## src/hdl/crof_pkg.sv

```systemverilog
// Purpose: constants for the receive buffer overflow flag block
// Assumes: apb with 32-bit data, one aligned word per register
// Notes:   offsets are byte addresses
package crof_pkg;
   // ----------------------------------------
   // register map
   // ----------------------------------------
   localparam logic [7:0]  OFS_FLAGS_LOW   = 8'h00;
   localparam logic [7:0]  OFS_FLAGS_HIGH  = 8'h04;
   localparam logic [7:0]  OFS_IRQ_STATUS  = 8'h08;
   localparam logic [7:0]  OFS_IRQ_MASK    = 8'h0c;
   localparam int          ADDR_W          = 8;
   // ----------------------------------------
   // fields and reset values
   // ----------------------------------------
   localparam int          NUM_BUFFERS     = 32;
   localparam int          HALF_W          = 16;
   localparam int          HIGH_BASE       = 16;
   localparam int          IRQ_BIT_LOW     = 0;
   localparam int          IRQ_BIT_HIGH    = 1;
   localparam int          IRQ_W           = 2;
   localparam logic [15:0] FLAGS_RESET     = 16'h0000;
   localparam logic [1:0]  IRQ_RESET       = 2'h0;
endpackage

```

## src/hdl/crof_rx_overflow_flags.sv

```systemverilog
// Purpose: sticky per-buffer receive overflow flags behind an apb slave
// Assumes: overflow strobes are synchronous to pclk, one bit per buffer
// Notes:   zero-wait apb slave; unmapped addresses read zero and flag pslverr
`timescale 1ns/1ps
`default_nettype none

// Contract
// - store attempt into a still-full buffer sets that buffer's overflow flag.
// - writing zero clears a flag; writing one leaves it unchanged.
// - low flag register holds buffers 0..15 at bit n.
// - high flag register holds buffers 16..31 at bit n minus 16.
// - zero means no overflow; all flags reset to zero.
module crof_rx_overflow_flags
#(
   parameter int N_BUF = crof_pkg::NUM_BUFFERS
)
(
   input  wire logic                        pclk,
   input  wire logic                        presetn,
   input  wire logic                        psel,
   input  wire logic                        penable,
   input  wire logic                        pwrite,
   input  wire logic [crof_pkg::ADDR_W-1:0] paddr,
   input  wire logic [31:0]                 pwdata,
   output logic      [31:0]                 prdata,
   output logic                             pready,
   output logic                             pslverr,
   input  wire logic [N_BUF-1:0]            store_attempt,
   input  wire logic [N_BUF-1:0]            buffer_full,
   output logic                             irq
);
   import crof_pkg::*;

   // ----------------------------------------
   // elaboration check
   // ----------------------------------------
   // the map has exactly two 16-bit flag words
   if (N_BUF != NUM_BUFFERS)
   begin : g_bad_n
      $error("crof: N_BUF must equal 32");
   end

   // ----------------------------------------
   // decode
   // ----------------------------------------
   function automatic logic hit(input logic [ADDR_W-1:0] a, input logic [ADDR_W-1:0] o);
      hit = (a == o);
   endfunction

   wire logic              access    = psel & penable;
   wire logic              wr        = access & pwrite;
   wire logic              sel_low   = hit(paddr, OFS_FLAGS_LOW);
   wire logic              sel_high  = hit(paddr, OFS_FLAGS_HIGH);
   wire logic              sel_stat  = hit(paddr, OFS_IRQ_STATUS);
   wire logic              sel_mask  = hit(paddr, OFS_IRQ_MASK);
   wire logic              mapped    = sel_low | sel_high | sel_stat | sel_mask;

   // ----------------------------------------
   // overflow flags
   // ----------------------------------------
   logic [N_BUF-1:0]       flags_r;
   logic [N_BUF-1:0]       flags_nxt;
   wire logic [N_BUF-1:0]  ovf_event = store_attempt & buffer_full;
   wire logic [N_BUF-1:0]  clr_vec;

   genvar gi;
   for (gi = 0; gi < N_BUF; gi++)
   begin : g_flag
      // low word maps bit n, high word maps bit n-16
      if (gi < HIGH_BASE)
      begin : g_lo
         assign clr_vec[gi] = wr & sel_low & ~pwdata[gi];
      end
      else
      begin : g_hi
         assign clr_vec[gi] = wr & sel_high & ~pwdata[gi-HIGH_BASE];
      end
   end

   // set after clear so a same-cycle overflow is never lost
   assign flags_nxt = (flags_r & ~clr_vec) | ovf_event;

   always_ff @(posedge pclk or negedge presetn)
   begin
      if (!presetn)
         flags_r <= {FLAGS_RESET, FLAGS_RESET};
      else
         flags_r <= flags_nxt;
   end

   // ----------------------------------------
   // interrupt status and mask
   // ----------------------------------------
   logic [IRQ_W-1:0]       stat_r;
   logic [IRQ_W-1:0]       stat_nxt;
   logic [IRQ_W-1:0]       mask_r;
   logic [IRQ_W-1:0]       mask_nxt;
   wire logic [IRQ_W-1:0]  irq_ev;
   wire logic [IRQ_W-1:0]  stat_clr = (wr & sel_stat) ? pwdata[IRQ_W-1:0] : IRQ_RESET;

   assign irq_ev[IRQ_BIT_LOW]  = |ovf_event[HIGH_BASE-1:0];
   assign irq_ev[IRQ_BIT_HIGH] = |ovf_event[N_BUF-1:HIGH_BASE];
   assign stat_nxt = (stat_r & ~stat_clr) | irq_ev;
   assign mask_nxt = (wr & sel_mask) ? pwdata[IRQ_W-1:0] : mask_r;
   wire logic irq_nxt = |(stat_nxt & mask_nxt);

   always_ff @(posedge pclk or negedge presetn)
   begin
      if (!presetn)
      begin
         stat_r <= IRQ_RESET;
         mask_r <= IRQ_RESET;
         irq    <= 1'b0;
      end
      else
      begin
         stat_r <= stat_nxt;
         mask_r <= mask_nxt;
         irq    <= irq_nxt;
      end
   end

   // ----------------------------------------
   // apb read path
   // ----------------------------------------
   // read data registered in setup so it is stable through the access phase
   wire logic [31:0] rd_mux =
      sel_low  ? {16'h0000, flags_r[HALF_W-1:0]}
    : sel_high ? {16'h0000, flags_r[N_BUF-1:HIGH_BASE]}
    : sel_stat ? {30'h0, stat_r}
    : sel_mask ? {30'h0, mask_r}
    : 32'h00000000;

   always_ff @(posedge pclk or negedge presetn)
   begin
      if (!presetn)
      begin
         prdata  <= 32'h00000000;
         pready  <= 1'b0;
         pslverr <= 1'b0;
      end
      else
      begin
         prdata  <= (psel & ~penable & ~pwrite) ? rd_mux : 32'h00000000;
         pready  <= psel & ~penable;
         pslverr <= psel & ~penable & ~mapped;
      end
   end
endmodule

`default_nettype wire
```

## config.mk

```make
export PLATFORM = sky130hd
export DESIGN_NAME = crof_rx_overflow_flags
export DESIGN_NICKNAME = d
export VERILOG_FILES = /design/src/hdl/crof_pkg.sv /design/src/hdl/crof_rx_overflow_flags.sv
export SDC_FILE = /design/constraint.sdc
export NUM_CORES = 1
export LEC_CHECK = 0
export BUFFER_PORTS_ARGS = -buffer_cell sky130_fd_sc_hd__buf_2
export CAP_MARGIN = 20
export CORE_ASPECT_RATIO = 1.4
export CORE_MARGIN = 2
export CORE_UTILIZATION = 39
export DETAILED_ROUTE_END_ITERATION = 8
export PLACE_DENSITY_LB_ADDON = 0.15
export RECOVER_POWER = 100
export SLEW_MARGIN = 40
export SYNTH_ARGS = -nofsm -noshare
export SYNTH_HDL_FRONTEND = slang
export SYNTH_SLANG_ARGS = --single-unit
```

## constraint.sdc

```tcl
create_clock -name pclk -period 1 [get_ports pclk]
set_input_delay 0.05 -clock pclk [delete_from_list [all_inputs] [get_ports pclk]]
set_output_delay 0.05 -clock pclk [all_outputs]
set_load 0.005 [all_outputs]
```

==> run_results.csv, run 1 <==
group,metric,value,unit
power,p_per_area,967,mW/mm^2
global_route,grt-ovfl-total,0,
synth,yosys_warnings,0,
synth,ys_seq_area_frac,0.559,
sta,post-route-period-util,1.36,
run_status,status,"complete, but fails checks",
final_layout,post-route-util,0.699,
floorplanning,pin_count,144,
clocking,cts_buffers,5,
drt,drt-met1-wl,3190,um
sta,grt_setup_unrepaired,"true",
clocking,htree_num_levels,2,
sta,finalMaxSlewViolations,0,
final_layout,fin_nets,535,
clocking,clock-root-buffer,"clkbuf_8",
synth,synth_cells,247,
final_layout,design_area,0.00431,mm^2
critical_path,cp.required,1210,ps
critical_path,max_stage_delay,500,ps
worst_hold_path,min_path_type,"primary input to register",
drt,wl_met2,4500,um
critical_path,crit_chain,"buf_6 > nor4_4 > nand2_2 > or4_4 > mux2_4 > a22o_1",
drt,top_layer_used,"met4",
synth,synth_seq_cells,55,
sta,whs,27.8,ps
sta,final.min_clock_period,1360,ps
placement,io_buffers,111,
sta,worstMarginPinSlew,909,ps
global_route,grt_pass1_wl,11500,um
drt,firstDrtPassIters,4,
critical_path,worstPathArrival,1570,ps
global_route,grt_max_degree,56,
worst_hold_path,hold_depth,3,
sta,hold_viol,0,
placement,gp_congestion,0.882,
synth,syn_avg_cell_area,9.97,um^2
sta,max_freq,735,MHz
drt,final_antenna_net_count,0,
drt,initialDrtViolationCount,154,
final_layout,syn_to_final_growth,75.2,%
critical_path,r2r_cells,3,
critical_path,slowest_stage,"or4_4",
sta,max-slew-margin-rel,0.394,
final_layout,drive_gt1_frac,0.480,
clocking,cts_sinks,55,
final_layout,fill_cells,467,
power,power.leakage,1.85,nW
critical_path,worstSetupEndpointType,"register",
drt,wl_met3,449,um
power,irDropWorstVdd,594,uV
drt,num_vias,2584,
floorplanning,start_util,0.399,
drt,via_per_inst,5.18,
drt,wl_per_cell,16.7,um
global_route,grt_util_all_layers,0.212,
global_route,antenna_found_initial,0,
critical_path,critPathKind,"primary input to register",
sta,fin_setup_tns,-3600,ps
drt,post-route-drc-count,0,
clocking,cts.path.max_buffers,2,
synth,yosysUniqueCellTypes,26,
clocking,clk_pin_slew,100,ps
placement,dp_hpwl,4890,um
final_layout,num_antenna_cells,0,
sta,setup-violations-final,52,
run,drv_cap,0,
drt,wirelength,8340,um
sta,setup_ws,-361,ps
floorplanning,rows,34,
floorplanning,fp.dieArea,0.00697,mm^2
floorplanning,die_height,98.0,um
floorplanning,fp.dieW,71.2,um
clocking,clk_latency,320,ps
run_status,failed_checks,"setup timing",
critical_path,start_kind,"primary input",
floorplanning,core,0.00617,mm^2
clocking,cts_tree,"done",
global_route,grt_pass1_vias,2493,
sta,clock-skew-final,11.8,ps
placement,placed_area,0.00330,mm^2
critical_path,cp_max_fo,2,
synth,netlist_area,0.00246,mm^2
==> through the flow <==
step	worst slack, ps	total power, mW	cells
floorplan	-632	2.45	262
global placement	-709	2.78	454
detailed placement	-726	2.78	454
CTS	-372	4.13	493
global route	-386	4.31	499
finish	-361	4.17	499
==> cells in the final DEF, fill, tap and decap left out, types with 2 or more instances in the layout <==
master,synthesis,layout
a22oi_1,14,14
and4_1,2,2
buf_12,0,2
buf_2,0,105
buf_4,16,29
buf_6,0,9
clkbuf_1,8,3
clkbuf_16,0,3
clkbuf_8,0,5
clkinvlp_4,0,2
conb_1,1,16
dfrtp_1,55,55
dlygate4sd3_1,0,29
inv_1,4,4
mux2_4,1,3
nand2_1,66,66
nand4_1,9,9
nor2_1,18,16
nor3_4,0,2
nor4_1,3,2
o31ai_2,0,3
o31ai_4,0,29
==> routing by layer <==
metal  global-route usage  vias up
met2                0.374      111
li1                     -     1207
met3               0.0299       16
met1                0.252     1250
met5                    0        -
met4               0.0929        0
==> kinds of logic (layout without fill, tap and decap cells) <==
kind of cell           count (synthesis)  after routing  share of synthesized area
and+or+nand+nor                      107            107                      0.195
DFF                                   55             55                      0.559
AOI/OAI and AO/OA                     51             51                      0.156
buffers and inverters                 29            194                     0.0686
muxes                                  4              4                     0.0198
other                                  1             16                    0.00152
==> report_power, final <==
| part | total (mW) | switching [mW] | internal [mW] |
|---|---|---|---|
| Sequential | 2.23 | 0.00373 | 2.23 |
| Combinational | 0.680 | 0.349 | 0.331 |
| Clock | 1.26 | 0.766 | 0.490 |
==> path summary, 6_finish.rpt <==
check / start / to / slack, ps
worst max-delay path: paddr[4] / irq / -360
max in group asynchronous: presetn / flags_r[23] / 320
worst min-delay path: pwdata[8] / flags_r[8] / 30
min in group asynchronous: presetn / prdata[2] / 320
worst min register to register: flags_r[22] / flags_r[22] / 520
worst max register to register: flags_r[16] / prdata[0] / -60
==> critical path, delay by kind of cell <==
family / cells / cell delay (ps)
simple gates: 3 / 890
mux: 1 / 320
buf+inv: 1 / 90
compound gates: 1 / 210
==> cells in the mapped netlist <==
| cell type | count | area (um^2) |
|---|---|---|
| nand4_1 | 9 | 56.3 |
| and4_1 | 2 | 17.5 |
| o41ai_1 | 2 | 17.5 |
| nor2_1 | 18 | 67.6 |
| nand3_1 | 1 | 5.00 |
| nor2b_1 | 1 | 6.26 |
| nor4_1 | 3 | 18.8 |
| a22oi_1 | 14 | 105 |
| mux2_4 | 1 | 15.0 |
| and2_1 | 1 | 6.26 |
| buf_4 | 16 | 120 |
| nand2_1 | 66 | 248 |
| dfrtp_1 | 55 | 1380 |
| nand2b_1 | 1 | 6.26 |
| buf_1 | 1 | 3.75 |
| conb_1 | 1 | 3.75 |
| mux2_2 | 3 | 33.8 |
| a22o_1 | 1 | 8.76 |
| o22ai_1 | 2 | 12.5 |
| inv_1 | 4 | 15.0 |
| clkbuf_1 | 8 | 30.0 |
| o31ai_1 | 32 | 240 |
| nor4_4 | 1 | 21.3 |
| nand2_2 | 1 | 6.26 |
| nor3_1 | 2 | 10.0 |
| or4_4 | 1 | 11.3 |
==> registers in the layout, indices dropped and copies added, names as in the netlist <==
signal / count
flags_r: 32
prdata: 16
mask_r: 2
stat_r: 2
irq: 1
pready: 1
pslverr: 1
==> what timing repair did <==
action,in CTS,in global routing
gates cloned,1,4
hold buffers,29,0
hold endpoints to repair,81,0
resized for setup,39,48
buffers inserted,2,4
setup endpoints to repair,36,53
pin swaps,6,31
==> layout make-up <==
type                       count  area [um^2]  area share
timing repair buffer         182         1280       0.297
sequential                    55         1380       0.319
clock buffer                   5         68.8      0.0160
clock inverter                 3         20.0     0.00464
inverter                       4         15.0     0.00348
multi-input combinational    178         1460       0.339
tap                           72         90.1      0.0209
Power figures use the tool's default switching activity.
==> run 2: changes to the inputs <==
--- a/config.mk
+++ b/config.mk
@@ -7,12 +7,13 @@
 export LEC_CHECK = 0
 export BUFFER_PORTS_ARGS = -buffer_cell sky130_fd_sc_hd__buf_2
 export CAP_MARGIN = 20
-export CORE_ASPECT_RATIO = 1.4
+export CORE_ASPECT_RATIO = 0.7
 export CORE_MARGIN = 2
 export CORE_UTILIZATION = 39
 export DETAILED_ROUTE_END_ITERATION = 8
 export PLACE_DENSITY_LB_ADDON = 0.15
 export RECOVER_POWER = 100
+export REMOVE_ABC_BUFFERS = 1
 export SLEW_MARGIN = 40
 export SYNTH_ARGS = -nofsm -noshare
 export SYNTH_HDL_FRONTEND = slang
==> run_results.csv, run 2 (synthesis gave the netlist of run 1 again) <==
group,metric,value,unit
run_status,status,"complete, but fails checks",
run_status,failed_checks,"setup timing",
final_layout,final_cell_mix,"buf_2, nand2_1, dfrtp_1",
sta,setup-violations-final,53,
power,p_per_area,968,mW/mm^2
global_route,antenna_found_initial,0,
final_layout,largest_register_ff_count,32,
critical_path,crit_chain,"buf_6 > nor4_4 > nand2_2 > or4_4 > mux2_4 > a22o_1",
critical_path,max_stage_delay,510,ps
power,power,4.31,mW
final_layout,regMostFlops,"flags_r",
sta,final.min_clock_period,1380,ps
floorplanning,fp.dieW,99.0,um
placement,gp_congestion,0.829,
final_layout,largestRegisters,"flags_r x32, prdata x16",
clocking,cts.path.max_buffers,2,
drt,num_vias,2609,
drt,post-route-drc-count,0,
final_layout,fill_cells,451,
power,power.leakage,1.92,nW
final_layout,drive_gt1_frac,0.513,
final_layout,layout_commonest_cell,"buf_2",
sta,max-slew-margin-rel,0.555,
run,drv_cap,0,
critical_path,cp_max_fo,2,
final_layout,regArea,0.00138,mm^2
worst_hold_path,min_path_type,"primary input to register",
placement,placed_area,0.00332,mm^2
final_layout,multi_input_area,0.00150,mm^2
global_route,grt_max_degree,56,
final_layout,post-route-util,0.724,
critical_path,worstSetupEndpointType,"register",
critical_path,rrSetupSlack,-140,ps
power,irDropWorstVdd,499,uV
drt,wl_per_cell,16.9,um
critical_path,worstPathArrival,1580,ps
placement,io_buffers,111,
drt,firstDrtPassIters,4,
critical_path,start_kind,"primary input",
clocking,clk_latency,310,ps
placement,dp_hpwl,4970,um
drt,via_per_inst,5.09,
drt,final_antenna_net_count,0,
clocking,cts_tree,"done",
floorplanning,start_util,0.400,
sta,hold_viol,0,
critical_path,critPathKind,"primary input to register",
floorplanning,core,0.00616,mm^2
floorplanning,die_height,70.5,um
final_layout,fin_nets,543,
sta,worstMarginPinSlew,667,ps
sta,grt_setup_unrepaired,"true",
global_route,grt_util_all_layers,0.241,
sta,max_freq,725,MHz
sta,setup_ws,-379,ps
global_route,grt-ovfl-total,0,
critical_path,cp.required,1210,ps
sta,post-route-period-util,1.38,
critical_path,slowest_stage,"or4_4",
clocking,htree_num_levels,2,
final_layout,design_area,0.00446,mm^2
final_layout,num_antenna_cells,0,
sta,clock-skew-final,7.08,ps
sta,whs,30.6,ps
sta,finalMaxSlewViolations,0,
clocking,cts_buffers,5,
final_layout,syn_to_final_growth,80.9,%
drt,initialDrtViolationCount,186,
floorplanning,rows,24,
global_route,grt_pass1_vias,2580,
global_route,grt_pass1_wl,13000,um
drt,wirelength,8660,um
clocking,clock-root-buffer,"clkbuf_8",
clocking,clk_pin_slew,100,ps
floorplanning,pin_count,144,
placement,dp_slack,-759,ps
floorplanning,fp.dieArea,0.00698,mm^2
clocking,cts_sinks,55,
[run 2: cell count changes in the layout (fill, tap and decap cells not counted), moves of 3 or more]
cell and change:
buf_6 +8, a22oi_1 -8, a22oi_2 +8, clkbuf_16 -3
buf_2 +4
[run 2: per-stage QoR]
stage	setup TNS (ps)	cells
final	-13570	513
after global placement	-18050	460
after global routing	-15450	513
after CTS	-6110	508
after detailed placement	-20880	460
after floorplan	-24120	237
[run 2: final cells by class]
cell class | instances | share of cell area
multi-input cells | 178 | 0.338
flip-flops and latches | 55 | 0.309
repair buffers | 190 | 0.306
clock buffers | 8 | 0.0225
well taps | 78 | 0.0219
inverters | 4 | 0.00337
[run 2: layer usage]
metal | GRT usage | share of wire
met5 | 0 | 0
met4 | 0.0426 | 0.0076
met3 | 0.0450 | 0.070
met2 | 0.395 | 0.49
met1 | 0.339 | 0.44
[run 2: final timing paths]
check / depth (start not counted) / endpoint / start
hold reg to reg: 2 / flags_r[30] / flags_r[30]
hold / removal: 3 / pready / penable
setup / recovery: 6 / irq / paddr[4]
max in group asynchronous: 3 / irq / presetn
setup reg to reg: 3 / prdata[1] / flags_r[17]
min in group asynchronous: 3 / flags_r[28] / presetn
[run 2: power breakdown]
part	switching, mW	internal, mW	leakage (nW)	total (mW)
combinational	0.355	0.335	1.28	0.690
sequential	0.00369	2.23	0.589	2.23
clock	0.755	0.635	0.0515	1.39
[run 2: worst max-delay path, delay by kind of cell]
kind            cells  cell delay [ps]
simple gates        3              920
mux                 1              320
compound gates      1              200
buf+inv             1               90
[run 2: timing repair]
item,in CTS,in global routing
hold endpoints to repair,75,0
pin swaps,19,36
resized for setup,55,53
hold buffers,29,0
gates cloned,5,1
setup endpoints to repair,52,53
setup buffers,8,9
